==> config.mk <==
export PLATFORM = sky130hd
export DESIGN_NAME = ext_bus_timing
export DESIGN_NICKNAME = d
export VERILOG_FILES = /design/src/verilog/ext_bus_pkg.sv /design/src/verilog/ext_bus_timing.sv
export VERILOG_INCLUDE_DIRS = /design/src /design/src/verilog
export SDC_FILE = /design/constraint.sdc
export NUM_CORES = 1
export LEC_CHECK = 0
export ABC_AREA = 1
export BUFFER_PORTS_ARGS = -buffer_cell sky130_fd_sc_hd__buf_2
export CORE_ASPECT_RATIO = 0.8
export CORE_MARGIN = 2
export CORE_UTILIZATION = 50
export CTS_CLUSTER_DIAMETER = 60
export DETAILED_ROUTE_END_ITERATION = 10
export PLACE_DENSITY = 0.8
export SKIP_LAST_GASP = 1
export SLEW_MARGIN = 20
export SYNTH_ARGS = -nofsm -noshare
export SYNTH_HDL_FRONTEND = slang
export SYNTH_SLANG_ARGS = --single-unit
==> constraint.sdc <==
create_clock -name clock -period 1.2 [get_ports clock]
set_input_delay 0.24 -clock clock [delete_from_list [all_inputs] [get_ports clock]]
set_output_delay 0.24 -clock clock [all_outputs]
set_load 0.05 [all_outputs]
==> src/verilog/ext_bus_map.svh <==
// timing constants and port and timer settings for the multiplexed external bus timing block
`ifndef EXT_BUS_MAP_SVH
`define EXT_BUS_MAP_SVH
`define CLOCKS_PER_CYCLE 3'd4
`define SLOW_TICK_CLOCKS 4'd12
`define FAST_TICK_CLOCKS 4'd4
`define DATA_MOVE_CYCLES 3'd2
`define DIRECT_MOVE_CYCLES 3'd3
`define MAX_INSTR_CYCLES 3'd5
`define PORT_RESET_VALUE 8'hff
`define NUM_TIMERS 3
`endif

==> src/verilog/ext_bus_pkg.sv <==
// types shared by the external bus timing block
package ext_bus_pkg;
    typedef enum logic [1:0] {OP_INTERNAL, OP_FETCH, OP_DATA_READ, OP_DATA_WRITE} bus_op_t;
    typedef enum {PH_ADDR, PH_LATCH, PH_STROBE, PH_END} phase_t;
endpackage

==> src/verilog/ext_bus_timing.sv <==
// machine-cycle sequencer, multiplexed bus port and timer tick generator
`timescale 1ns/1ns
`include "ext_bus_map.svh"
module ext_bus_timing
    import ext_bus_pkg::*;
(
    input wire logic clock,
    input wire logic arst_n,
    input wire logic clk_en,
    // core request, sampled at the start of each op; addr_low at the start of each machine cycle
    input wire logic [1:0] op_kind,
    input wire logic [2:0] op_cycles,
    input wire logic [7:0] addr_low,
    input wire logic [7:0] write_data,
    input wire logic [2:0] fast_timer_sel,
    input wire logic external_access_strap_n,
    input wire logic [7:0] muxed_bus_port_in,
    output logic [7:0] muxed_bus_port_out,
    output logic [7:0] muxed_bus_port_oe,
    output logic address_latch_strobe,
    output logic program_store_strobe_n,
    output logic [7:0] read_data,
    output logic read_valid,
    output logic cycle_start,
    output logic op_done,
    output logic [`NUM_TIMERS-1:0] timer_tick,
    output logic strap_fault
);
    // ------------------------------------------------------------
    // pin synchronisers
    // ------------------------------------------------------------
    logic [7:0] port_meta_q, port_sync_q;
    logic strap_meta_q, strap_sync_q;
    logic [2:0] fast_meta_q, fast_sync_q;
    always_ff @(posedge clock or negedge arst_n)
    begin
        if (!arst_n)
        begin
            port_meta_q <= `PORT_RESET_VALUE;
            port_sync_q <= `PORT_RESET_VALUE;
            strap_meta_q <= 1'b0;
            strap_sync_q <= 1'b0;
            fast_meta_q <= 3'h0;
            fast_sync_q <= 3'h0;
        end
        else if (clk_en)
        begin
            port_meta_q <= muxed_bus_port_in;
            port_sync_q <= port_meta_q;
            strap_meta_q <= external_access_strap_n;
            strap_sync_q <= strap_meta_q;
            fast_meta_q <= fast_timer_sel;
            fast_sync_q <= fast_meta_q;
        end
    end

    // ------------------------------------------------------------
    // machine cycle phase: four clocks per cycle
    // ------------------------------------------------------------
    phase_t phase_q, phase_d;
    bus_op_t op_q;
    logic [2:0] left_q;
    logic [7:0] wdata_q;
    always_comb
    begin
        unique case (phase_q)
            PH_ADDR: phase_d = PH_LATCH;
            PH_LATCH: phase_d = PH_STROBE;
            PH_STROBE: phase_d = PH_END;
            PH_END: phase_d = PH_ADDR;
        endcase
    end

    wire new_cycle = (phase_q == PH_END);
    wire last_cycle = (left_q <= 3'd1);
    wire take_op = new_cycle && last_cycle;
    // cycle count clamped to one..five so timing cannot run away
    wire [2:0] req_cycles = (op_cycles == 3'd0) ? 3'd1 :
        (op_cycles > `MAX_INSTR_CYCLES) ? `MAX_INSTR_CYCLES : op_cycles;
    // a data move cannot be shorter than two machine cycles
    wire is_data_req = (op_kind == OP_DATA_READ) || (op_kind == OP_DATA_WRITE);
    wire [2:0] eff_cycles = (is_data_req && req_cycles < `DATA_MOVE_CYCLES) ?
        `DATA_MOVE_CYCLES : req_cycles;
    wire is_data = (op_q == OP_DATA_READ) || (op_q == OP_DATA_WRITE);
    wire is_ext = (op_q != OP_INTERNAL);
    wire [2:0] left_d = take_op ? eff_cycles : (new_cycle ? left_q - 3'd1 : left_q);

    always_ff @(posedge clock or negedge arst_n)
    begin
        if (!arst_n)
        begin
            phase_q <= PH_ADDR;
            op_q <= OP_INTERNAL;
            left_q <= 3'd0;
            wdata_q <= 8'h00;
        end
        else if (clk_en)
        begin
            phase_q <= phase_d;
            left_q <= left_d;
            if (take_op)
            begin
                // bus timing only; the core keeps its own status effects
                op_q <= bus_op_t'(op_kind);
                wdata_q <= write_data;
            end
        end
    end

    // ------------------------------------------------------------
    // bus pin timing; values are registered one clock ahead
    // ------------------------------------------------------------
    // strobe high in the first clock of every cycle: one pulse per cycle
    wire ale_d = (phase_d == PH_ADDR);
    // program strobe only low in the late half of a fetch, never on data
    wire program_store_strobe_n_low = (op_q == OP_FETCH) &&
        (phase_d == PH_STROBE || phase_d == PH_END);
    // the address phase belongs to the op about to start, not the one that is ending;
    // op_q only turns over at that same edge, so it would be one op late here
    wire ext_next = take_op ? (op_kind != OP_INTERNAL) : is_ext;
    wire drive_addr = (phase_d == PH_ADDR) && ext_next;
    wire drive_data = (op_q == OP_DATA_WRITE) && (phase_d != PH_ADDR);
    // port pins come only from bus cycles, never from a software latch
    wire [7:0] port_d = drive_addr ? addr_low : (drive_data ? wdata_q : `PORT_RESET_VALUE);
    wire [7:0] oe_d = (drive_addr || drive_data) ? 8'hff : 8'h00;
    wire capture = (phase_q == PH_END) && (op_q == OP_FETCH || op_q == OP_DATA_READ);

    always_ff @(posedge clock or negedge arst_n)
    begin
        if (!arst_n)
        begin
            address_latch_strobe <= 1'b1;
            program_store_strobe_n <= 1'b1;
            muxed_bus_port_out <= `PORT_RESET_VALUE;
            muxed_bus_port_oe <= 8'h00;
            read_data <= 8'h00;
            read_valid <= 1'b0;
            cycle_start <= 1'b0;
            op_done <= 1'b0;
            strap_fault <= 1'b0;
        end
        else if (clk_en)
        begin
            address_latch_strobe <= ale_d;
            program_store_strobe_n <= !program_store_strobe_n_low;
            muxed_bus_port_out <= port_d;
            muxed_bus_port_oe <= oe_d;
            read_valid <= capture;
            if (capture)
                read_data <= port_sync_q;
            cycle_start <= ale_d;
            op_done <= new_cycle && last_cycle && is_ext;
            strap_fault <= strap_sync_q;
        end
    end

    // ------------------------------------------------------------
    // timer ticks: twelve clocks after reset, four when selected
    // ------------------------------------------------------------
    logic [3:0] presc_q [`NUM_TIMERS];
    logic [`NUM_TIMERS-1:0] tick_wrap;
    genvar t;
    generate
        for (t = 0; t < `NUM_TIMERS; t++)
        begin : g_tick
            wire [3:0] limit = fast_sync_q[t] ? `FAST_TICK_CLOCKS : `SLOW_TICK_CLOCKS;
            // >= rather than == so a switch from slow to fast never overshoots
            assign tick_wrap[t] = (presc_q[t] >= limit - 4'd1);
        end
    endgenerate

    // one process owns every prescaler and the whole tick vector
    always_ff @(posedge clock or negedge arst_n)
    begin
        if (!arst_n)
        begin
            for (int i = 0; i < `NUM_TIMERS; i++)
                presc_q[i] <= 4'd0;
            timer_tick <= '0;
        end
        else if (clk_en)
        begin
            for (int i = 0; i < `NUM_TIMERS; i++)
                presc_q[i] <= tick_wrap[i] ? 4'd0 : presc_q[i] + 4'd1;
            timer_tick <= tick_wrap;
        end
    end

    // ------------------------------------------------------------
    // checks
    // ------------------------------------------------------------
    AST_PROGRAM_STORE_STROBE_N_DATA: assert property (@(posedge clock) disable iff (!arst_n)
        is_data |-> program_store_strobe_n) else $error("program strobe low on data move");
    AST_ALE_ONE_PER_CYCLE: assert property (@(posedge clock) disable iff (!arst_n)
        (clk_en && $rose(address_latch_strobe)) ##1 clk_en [*3] ##1 clk_en
        |-> $rose(address_latch_strobe)) else $error("strobe period not four clocks");
    AST_ALE_WIDTH: assert property (@(posedge clock) disable iff (!arst_n)
        (clk_en && $rose(address_latch_strobe)) ##1 clk_en |-> !address_latch_strobe)
        else $error("strobe wider than one clock");
    AST_ADDR_ON_ALE: assert property (@(posedge clock) disable iff (!arst_n)
        (address_latch_strobe && muxed_bus_port_oe != 8'h00) |-> muxed_bus_port_oe == 8'hff)
        else $error("partial address drive");
    AST_FETCH_NO_DRIVE: assert property (@(posedge clock) disable iff (!arst_n)
        !program_store_strobe_n |-> muxed_bus_port_oe == 8'h00)
        else $error("port driven during fetch");
    AST_PROGRAM_STORE_STROBE_N_AFTER_ALE: assert property (@(posedge clock) disable iff (!arst_n)
        $fell(program_store_strobe_n) |-> !address_latch_strobe)
        else $error("program strobe fell before latch");
    AST_PORT_IDLE_HIGH: assert property (@(posedge clock) disable iff (!arst_n)
        muxed_bus_port_oe == 8'h00 |-> muxed_bus_port_out == `PORT_RESET_VALUE)
        else $error("port value without bus cycle");
    AST_LEFT_RANGE: assert property (@(posedge clock) disable iff (!arst_n)
        left_q <= `MAX_INSTR_CYCLES) else $error("instruction over five cycles");
    AST_TICK_SLOW: assert property (@(posedge clock) disable iff (!arst_n)
        (!fast_sync_q[0] && !$past(fast_sync_q[0]) && presc_q[0] > 4'd0 && clk_en)
        |-> presc_q[0] < `SLOW_TICK_CLOCKS) else $error("slow prescale out of range");

    // ------------------------------------------------------------
    // checks: strobe and port phases
    // ------------------------------------------------------------
    AST_PROGRAM_STORE_STROBE_N_TWO_CLOCKS: assert property (@(posedge clock) disable iff (!arst_n)
        (clk_en && $fell(program_store_strobe_n)) |=> !program_store_strobe_n)
        else $error("program strobe low for one clock only");
    AST_FETCH_STROBE: assert property (@(posedge clock) disable iff (!arst_n)
        (clk_en && op_q == OP_FETCH && phase_q == PH_LATCH)
        |=> !program_store_strobe_n)
        else $error("fetch without program strobe");
    AST_PROGRAM_STORE_STROBE_N_IDLE_ALE: assert property (@(posedge clock) disable iff (!arst_n)
        address_latch_strobe |-> program_store_strobe_n)
        else $error("program strobe low during address phase");
    AST_DATA_DRIVE: assert property (@(posedge clock) disable iff (!arst_n)
        (clk_en && op_q == OP_DATA_WRITE && phase_q != PH_END)
        |=> (muxed_bus_port_oe == 8'hff && muxed_bus_port_out == wdata_q))
        else $error("write data not driven after address phase");
    AST_READ_RELEASE: assert property (@(posedge clock) disable iff (!arst_n)
        (clk_en && (op_q == OP_FETCH || op_q == OP_DATA_READ) && phase_q != PH_END)
        |=> muxed_bus_port_oe == 8'h00)
        else $error("port not released for read");
    AST_ADDR_VALUE: assert property (@(posedge clock) disable iff (!arst_n)
        (clk_en && phase_q == PH_END && ext_next)
        |=> (muxed_bus_port_oe == 8'hff && muxed_bus_port_out == $past(addr_low)))
        else $error("address byte missing in address phase");
    AST_OE_WHOLE: assert property (@(posedge clock) disable iff (!arst_n)
        muxed_bus_port_oe == 8'h00 || muxed_bus_port_oe == 8'hff)
        else $error("port enable split across bits");
    AST_CAPTURE: assert property (@(posedge clock) disable iff (!arst_n)
        (clk_en && capture)
        |=> (read_valid && read_data == $past(port_sync_q)))
        else $error("read byte not captured");

    // ------------------------------------------------------------
    // checks: sequencing, timers and clock enable
    // ------------------------------------------------------------
    AST_LEFT_LOADED: assert property (@(posedge clock) disable iff (!arst_n)
        (clk_en && take_op)
        |=> (left_q >= 3'd1 && left_q <= `MAX_INSTR_CYCLES))
        else $error("op length outside one to five cycles");
    AST_DATA_MIN: assert property (@(posedge clock) disable iff (!arst_n)
        (clk_en && take_op && is_data_req) |=> left_q >= `DATA_MOVE_CYCLES)
        else $error("data move shorter than two cycles");
    AST_DIRECT_MOVE: assert property (@(posedge clock) disable iff (!arst_n)
        (clk_en && take_op && op_kind == OP_INTERNAL && op_cycles == `DIRECT_MOVE_CYCLES)
        |=> left_q == `DIRECT_MOVE_CYCLES)
        else $error("direct move not three cycles");
    AST_TICK_PULSE: assert property (@(posedge clock) disable iff (!arst_n)
        (clk_en && tick_wrap[0]) |=> (timer_tick[0] && presc_q[0] == 4'd0))
        else $error("timer tick missing at wrap");
    AST_HOLD_FROZEN: assert property (@(posedge clock) disable iff (!arst_n)
        !clk_en |=> ($stable(address_latch_strobe) && $stable(muxed_bus_port_oe)))
        else $error("state moved while clock enable low");
endmodule // ext_bus_timing

==> results.toml, run 1 <==
[critical_path]
required_ns = 1.48
max_stage_delay_ns = 0.41
crit_fanout = 3
rr_endpoint = "presc_q[4]$_DFFE_PN0P_"
cp_cell_sequence = "ha_2 -> or2_4 -> a21oi_4 -> inv_2 -> nor2_4 -> inv_1 -> o21ai_2"
cp_slowest_cell = "dfrtp_1"
cp-start-kind = "flop"
cp-end-kind = "flop"
r2r-start = "presc_q[4]$_DFFE_PN0P_"
cp.arrival_ns = 1.70
ff2ff_setup_slack_ns = -0.23
cp_top_family = "flip-flops"
critical_path_class = "flop to flop"
r2r_cells = 7
crit_buf_inv = 2
path_depth = 7

[sta]
setup_viol = 56
timing.final.crit_share_pct = 119
worst_slack_ns = -0.225
slew-limit-headroom_pct = 72.3
min_period_ns = 1.43
holdWs_ns = 0.0745
finClkSkew_ns = 0.0131
worst_slew_pin_slew_ns = 0.415
slew_viol_final = 0
rsz0062_at_grt = "true"
fmax_mhz = 702
finalHoldViolCount = 0

[power]
clkPwrFrac_pct = 17.3
power_frac_seq_pct = 32.4
p_int_uw = 7270
p_per_area_nw_per_um2 = 2350
peakVddDrop_v = 0.00120
p_sw_uw = 4930
combPwrFrac_pct = 50.3
netSwitchingFraction_pct = 40.4
cellLeakagePower_uw = 0.00256

[cts]
clockRootBuffer = "clkbuf_8"
ctsHtreeMaxLevel = 3
cts_buffer_depth = 2
cts_tree = "built"
cts_buffers = 9
clock_sinks = 77
clk_latency_ns = 0.35
clk_pin_slew_ns = 0.09

[min_path]
hold_start = "muxed_bus_port_in[5]"
hp-class = "primary input to flop"
whs_endpoint = "port_meta_q[5]$_DFFE_PN1P_"
holdPathStages = 3

[logic_synthesis]
yosys.area.top_type = "dfrtp_1"
ys_seq_elements = 77
yosysWarningCount = 0
synth_top_area_share_pct = 35.9
synth.distinct_cells = 31
synth_area_leaders = "dfrtp_1 36%, dfstp_2 19%, nand2_1 13%"
ys_seq_area_share_pct = 55.1
synth_area_sq_um = 3550
avgSynthCellArea_sq_um = 9.21
syn_nets = 437
synthCells = 386

[global_route]
grt.overflow.total = 0
grt_pass1_wl_um = 13300
grt_util_all_layers_pct = 21.7
grt_pass1_vias = 2983
antenna_found_initial = 0
grt_max_degree = 78

[floorplanning]
design.core.area_sq_um = 6890
initial_utilization_pct = 51.6
die_area_sq_um = 7800
rows = 27
dieWidth_um = 98.3
die_h_um = 79.4
num_io_pins = 69

[drt]
wl_met1_um = 3540
detailedRoute.firstIterationViolations = 113
routed_wl_um = 8640
wl_per_cell_um = 14.6
vias = 3026
drt-vias-per-instance = 5.11
postRouteAntennaNets = 0
top_layer_used = "met4"
firstDrtPassIters = 4
wl_met2_um = 4580
wl_met3_um = 422
drc = 0

[placement]
dpl_worst_slack_ns = -0.202
place_congestion = 0.810
port_buffers = 68
place_hpwl_um = 5030

[cells_and_area]
num_antenna_cells = 0
syn_to_final_growth_pct = 46.0
drive_gt1_share_pct = 48.3
layout_common_cells = "110 x nand2_1, 49 x dfrtp_1, 43 x buf_4"
final_core_util_pct = 75.3
final_common_cell = "nand2_1"
layout.nets = 551

[outcome]
status = "complete, but fails checks"
violations = "setup timing"

[flow_run]
max-cap-violations = 0
sequential cells by signal (all words and copies together), names as in the netlist, 2 cells and up:
name                count
muxed_bus_port_out      8
op_q                    2
port_meta_q             8
left_q                  3
read_data               8
phase_q                 2
fast_sync_q             3
timer_tick              3
port_sync_q             8
fast_meta_q             3
presc_q                12
wdata_q                 8
worst max path at each step:
| stage | slack (ns) | to | start |
|---|---|---|---|
| finish | -0.23 | presc_q[4]$_DFFE_PN0P_ | presc_q[4]$_DFFE_PN0P_ |
| global route | -0.29 | presc_q[0]$_DFFE_PN0P_ | presc_q[1]$_DFFE_PN0P_ |
| CTS | -0.24 | presc_q[4]$_DFFE_PN0P_ | presc_q[4]$_DFFE_PN0P_ |
| detailed placement | -0.20 | presc_q[4]$_DFFE_PN0P_ | presc_q[4]$_DFFE_PN0P_ |
| global placement | -0.11 | op_q[0]$_DFFE_PN0P_ | phase_q[1]$_DFFE_PN0P_ |
| floorplan | -0.12 | presc_q[0]$_DFFE_PN0P_ | presc_q[0]$_DFFE_PN0P_ |
repair_timing:
item / 4_1_cts / 5_1_grt
endpoints found under the hold margin: 51 / 0
hold buffers: 1 / 0
gates resized for setup: 88 / 74
endpoints found under the setup margin: 71 / 79
cloned: 1 / 2
pin swaps: 8 / 23
buffers inserted: 8 / 15
per-stage QoR:
step                TNS, ns  power, uW  cell area [sq um]  cells
floorplan             -1.89       6930               3590    386
global placement      -2.23       7960               4180    549
detailed placement    -4.33       8160               4180    549
CTS                   -7.12      11000               4750    575
global route         -11.02      12900               5190    592
finish                -6.53      12200               5190    592
tightest hold or removal path: stages:
cell and delay [ns]:
buf_2 0.09, nand2_1 0.05, nand2_1 0.05
per-layer routing:
| layer | vias up | global-route usage [%] |
|---|---|---|
| met3 | 12 | 5.87 |
| met1 | 1476 | 24.8 |
| li1 | 1457 | - |
| met2 | 81 | 39.9 |
| met5 | - | 0 |
| met4 | 0 | 6.58 |
cells in the mapped netlist (all sizes together):
library cell  number
o211ai             1
o21bai             5
clkbuf             1
ha                15
dfrtp             51
buf               19
nand3             17
a31oi              1
nand4              6
or2                3
inv               36
nor2              18
xor2               3
dfstp             26
a22oi              1
nand2            131
a21oi             15
o21ai             37
power groups by stage:
stage | registers, uW | clock network (uW) | logic, uW
final | 3950 | 2110 | 6140
after floorplan | 4890 | 0 | 2040
after detailed placement | 3890 | 0 | 4270
after global routing | 4040 | 2260 | 6580
after global placement | 3850 | 0 | 4110
after CTS | 3900 | 2140 | 5000
cell type report:
class,instances,area [sq um]
clock inverters,6,66.3
clock buffers,10,149
flip-flops and latches,77,1960
well taps,87,109
fillers,473,1700
repair buffers,122,1130
multi-input cells,254,1630
inverters,36,143
cells by family (layout without fill, tap and decap cells):
logic type	after synthesis	after routing	share of synthesized area, %
and+or+nand+nor	175	176	20.7
adders and majority gates	15	15	5.28
buffers and inverters	56	174	7.81
DFF	77	77	55.1
AOI/OAI and AO/OA	60	60	10.3
xor gates and xnor gates	3	3	0.739
Power figures use the tool's default switching activity.
==> run 2: changes to the inputs <==
--- a/config.mk
+++ b/config.mk
@@ -10,10 +10,11 @@
 export BUFFER_PORTS_ARGS = -buffer_cell sky130_fd_sc_hd__buf_2
 export CORE_ASPECT_RATIO = 0.8
 export CORE_MARGIN = 2
-export CORE_UTILIZATION = 50
+export CORE_UTILIZATION = 52
+export CTS_BUF_LIST = sky130_fd_sc_hd__clkbuf_4
 export CTS_CLUSTER_DIAMETER = 60
 export DETAILED_ROUTE_END_ITERATION = 10
-export PLACE_DENSITY = 0.8
+export PLACE_DENSITY = 0.83
 export SKIP_LAST_GASP = 1
 export SLEW_MARGIN = 20
 export SYNTH_ARGS = -nofsm -noshare
==> results.toml, run 2 (synthesis results as in run 1) <==
[placement]
place_hpwl_um = 5240
place_congestion = 0.835
port_buffers = 68
dp_cells = 551
dpl_worst_slack_ns = -0.222
dpl_cell_area_sq_um = 4200

[cells_and_area]
final_core_util_pct = 81.9
num_antenna_cells = 0
largest_register = "presc_q"
largest_register_ff_count = 12
final_common_cell = "nand2_1"
layoutNonFillerInstCount = 611
drive_gt1_share_pct = 50.3
layout.nets = 573
final_cell_area_sq_um = 5330
nFillCells = 365
syn_to_final_growth_pct = 49.9
layout_common_cells = "109 x nand2_1, 56 x buf_4, 50 x dfrtp_1"

[power]
p_per_area_nw_per_um2 = 2250
cellLeakagePower_uw = 0.00261
peakVddDrop_v = 0.00130

[outcome]
status = "complete, but fails checks"
violations = "setup timing"

[cts]
clockRootBuffer = "clkbuf_4"
clock_sinks = 77
clk_latency_ns = 0.45
clk_pin_slew_ns = 0.14
cts_tree = "built"
cts_buffer_depth = 2
ctsHtreeMaxLevel = 3
cts_buffers = 9

[critical_path]
cp.arrival_ns = 1.87
cp-end-kind = "flop"
cp-start-kind = "flop"
crit_fanout = 3
critical_path_class = "flop to flop"
required_ns = 1.58

[global_route]
antenna_found_initial = 0
grt_max_degree = 39
grt_util_all_layers_pct = 24.8
grt.overflow.total = 0
grt_pass1_wl_um = 14300
grt_pass1_vias = 3173

[drt]
drc = 0
postRouteAntennaNets = 0
drt-vias-per-instance = 5.42
detailedRoute.firstIterationViolations = 263
firstDrtPassIters = 6
routed_wl_um = 10100
wl_per_cell_um = 16.6
vias = 3314

[sta]
min_period_ns = 1.48
slew-limit-headroom_pct = 76.2
rsz0062_at_grt = "true"
worst_slack_ns = -0.281
finalHoldViolCount = 0
fmax_mhz = 675
timing.final.crit_share_pct = 123
setup_viol = 82
finClkSkew_ns = 0.0243
worst_slew_pin_slew_ns = 0.356
slew_viol_final = 0
totalNegativeSetupSlack_ns = -12.69

[floorplanning]
die_area_sq_um = 7520
rows = 26
initial_utilization_pct = 54.6
die_h_um = 78.0
dieWidth_um = 96.4
design.core.area_sq_um = 6510
num_io_pins = 69

[min_path]
hp-class = "primary input to flop"

[flow_run]
max-cap-violations = 0
==> run 2: layout make-up <==
cell class                      count  area (sq um)  area share [%]
Clock buffer                        9          67.6            1.27
Clock inverter                      7          55.1            1.03
Inverter                           36           153            2.86
Multi-Input combinational cell    254          1720            32.3
Sequential cell                    77          1960            36.8
Tap cell                           84           105            1.97
Timing Repair Buffer              144          1270            23.8
==> run 2: worst paths after layout <==
kind                                             from                                end  slack [ns]  cells past startpoint
setup / recovery               presc_q[0]$_DFFE_PN0P_             presc_q[0]$_DFFE_PN0P_       -0.28                      7
hold / removal                            addr_low[6]  muxed_bus_port_out[6]$_DFFE_PN1P_        0.01                      3
setup reg to reg               presc_q[0]$_DFFE_PN0P_             presc_q[0]$_DFFE_PN0P_       -0.28                      7
hold reg to reg            port_meta_q[1]$_DFFE_PN1P_         port_meta_q[1]$_DFFE_PN1P_        0.48                      2
max in group asynchronous                      arst_n         port_sync_q[3]$_DFFE_PN1P_        0.48                      3
min in group asynchronous                      arst_n         fast_sync_q[1]$_DFFE_PN0P_        0.18                      2
==> run 2: critical path: stages (launching register included) <==
cell and delay, ns:
dfrtp_1 0.41, ha_2 0.19, or2_1 0.24, a21oi_2 0.19, inv_2 0.07, nor2_4 0.10, inv_1 0.08, o21ai_2 0.13
==> run 2: per-layer routing <==
metal / routed length (um) / up-vias / track usage (%) / part of all wire (%)
li1: - / 1502 / - / -
met1: 3730 / 1627 / 29.9 / 37
met2: 5430 / 156 / 43.8 / 54
met3: 702 / 29 / 7.28 / 6.9
met4: 252 / 0 / 4.93 / 2.5
met5: 0 / - / 0 / 0
==> run 2: power by group <==
group,switching (uW),internal (uW),leakage (uW)
clock network,1030,447,0.0000599
registers,605,3410,0.000907
logic,3620,2880,0.00164
==> run 2: repair_timing <==
action	CTS	global route
hold endpoints to repair	67	0
pin swaps	16	17
cloned	3	0
resized for setup	126	51
setup buffers	12	18
endpoints found under the setup margin	80	82
hold buffers	12	0
==> run 2: per-stage QoR <==
step,hold WS (ns),power [uW]
finish,0.0131,12000
global placement,0.122,8010
floorplan,-0.0556,6930
global route,0.00874,12600
CTS,0.0145,10900
detailed placement,0.124,8190
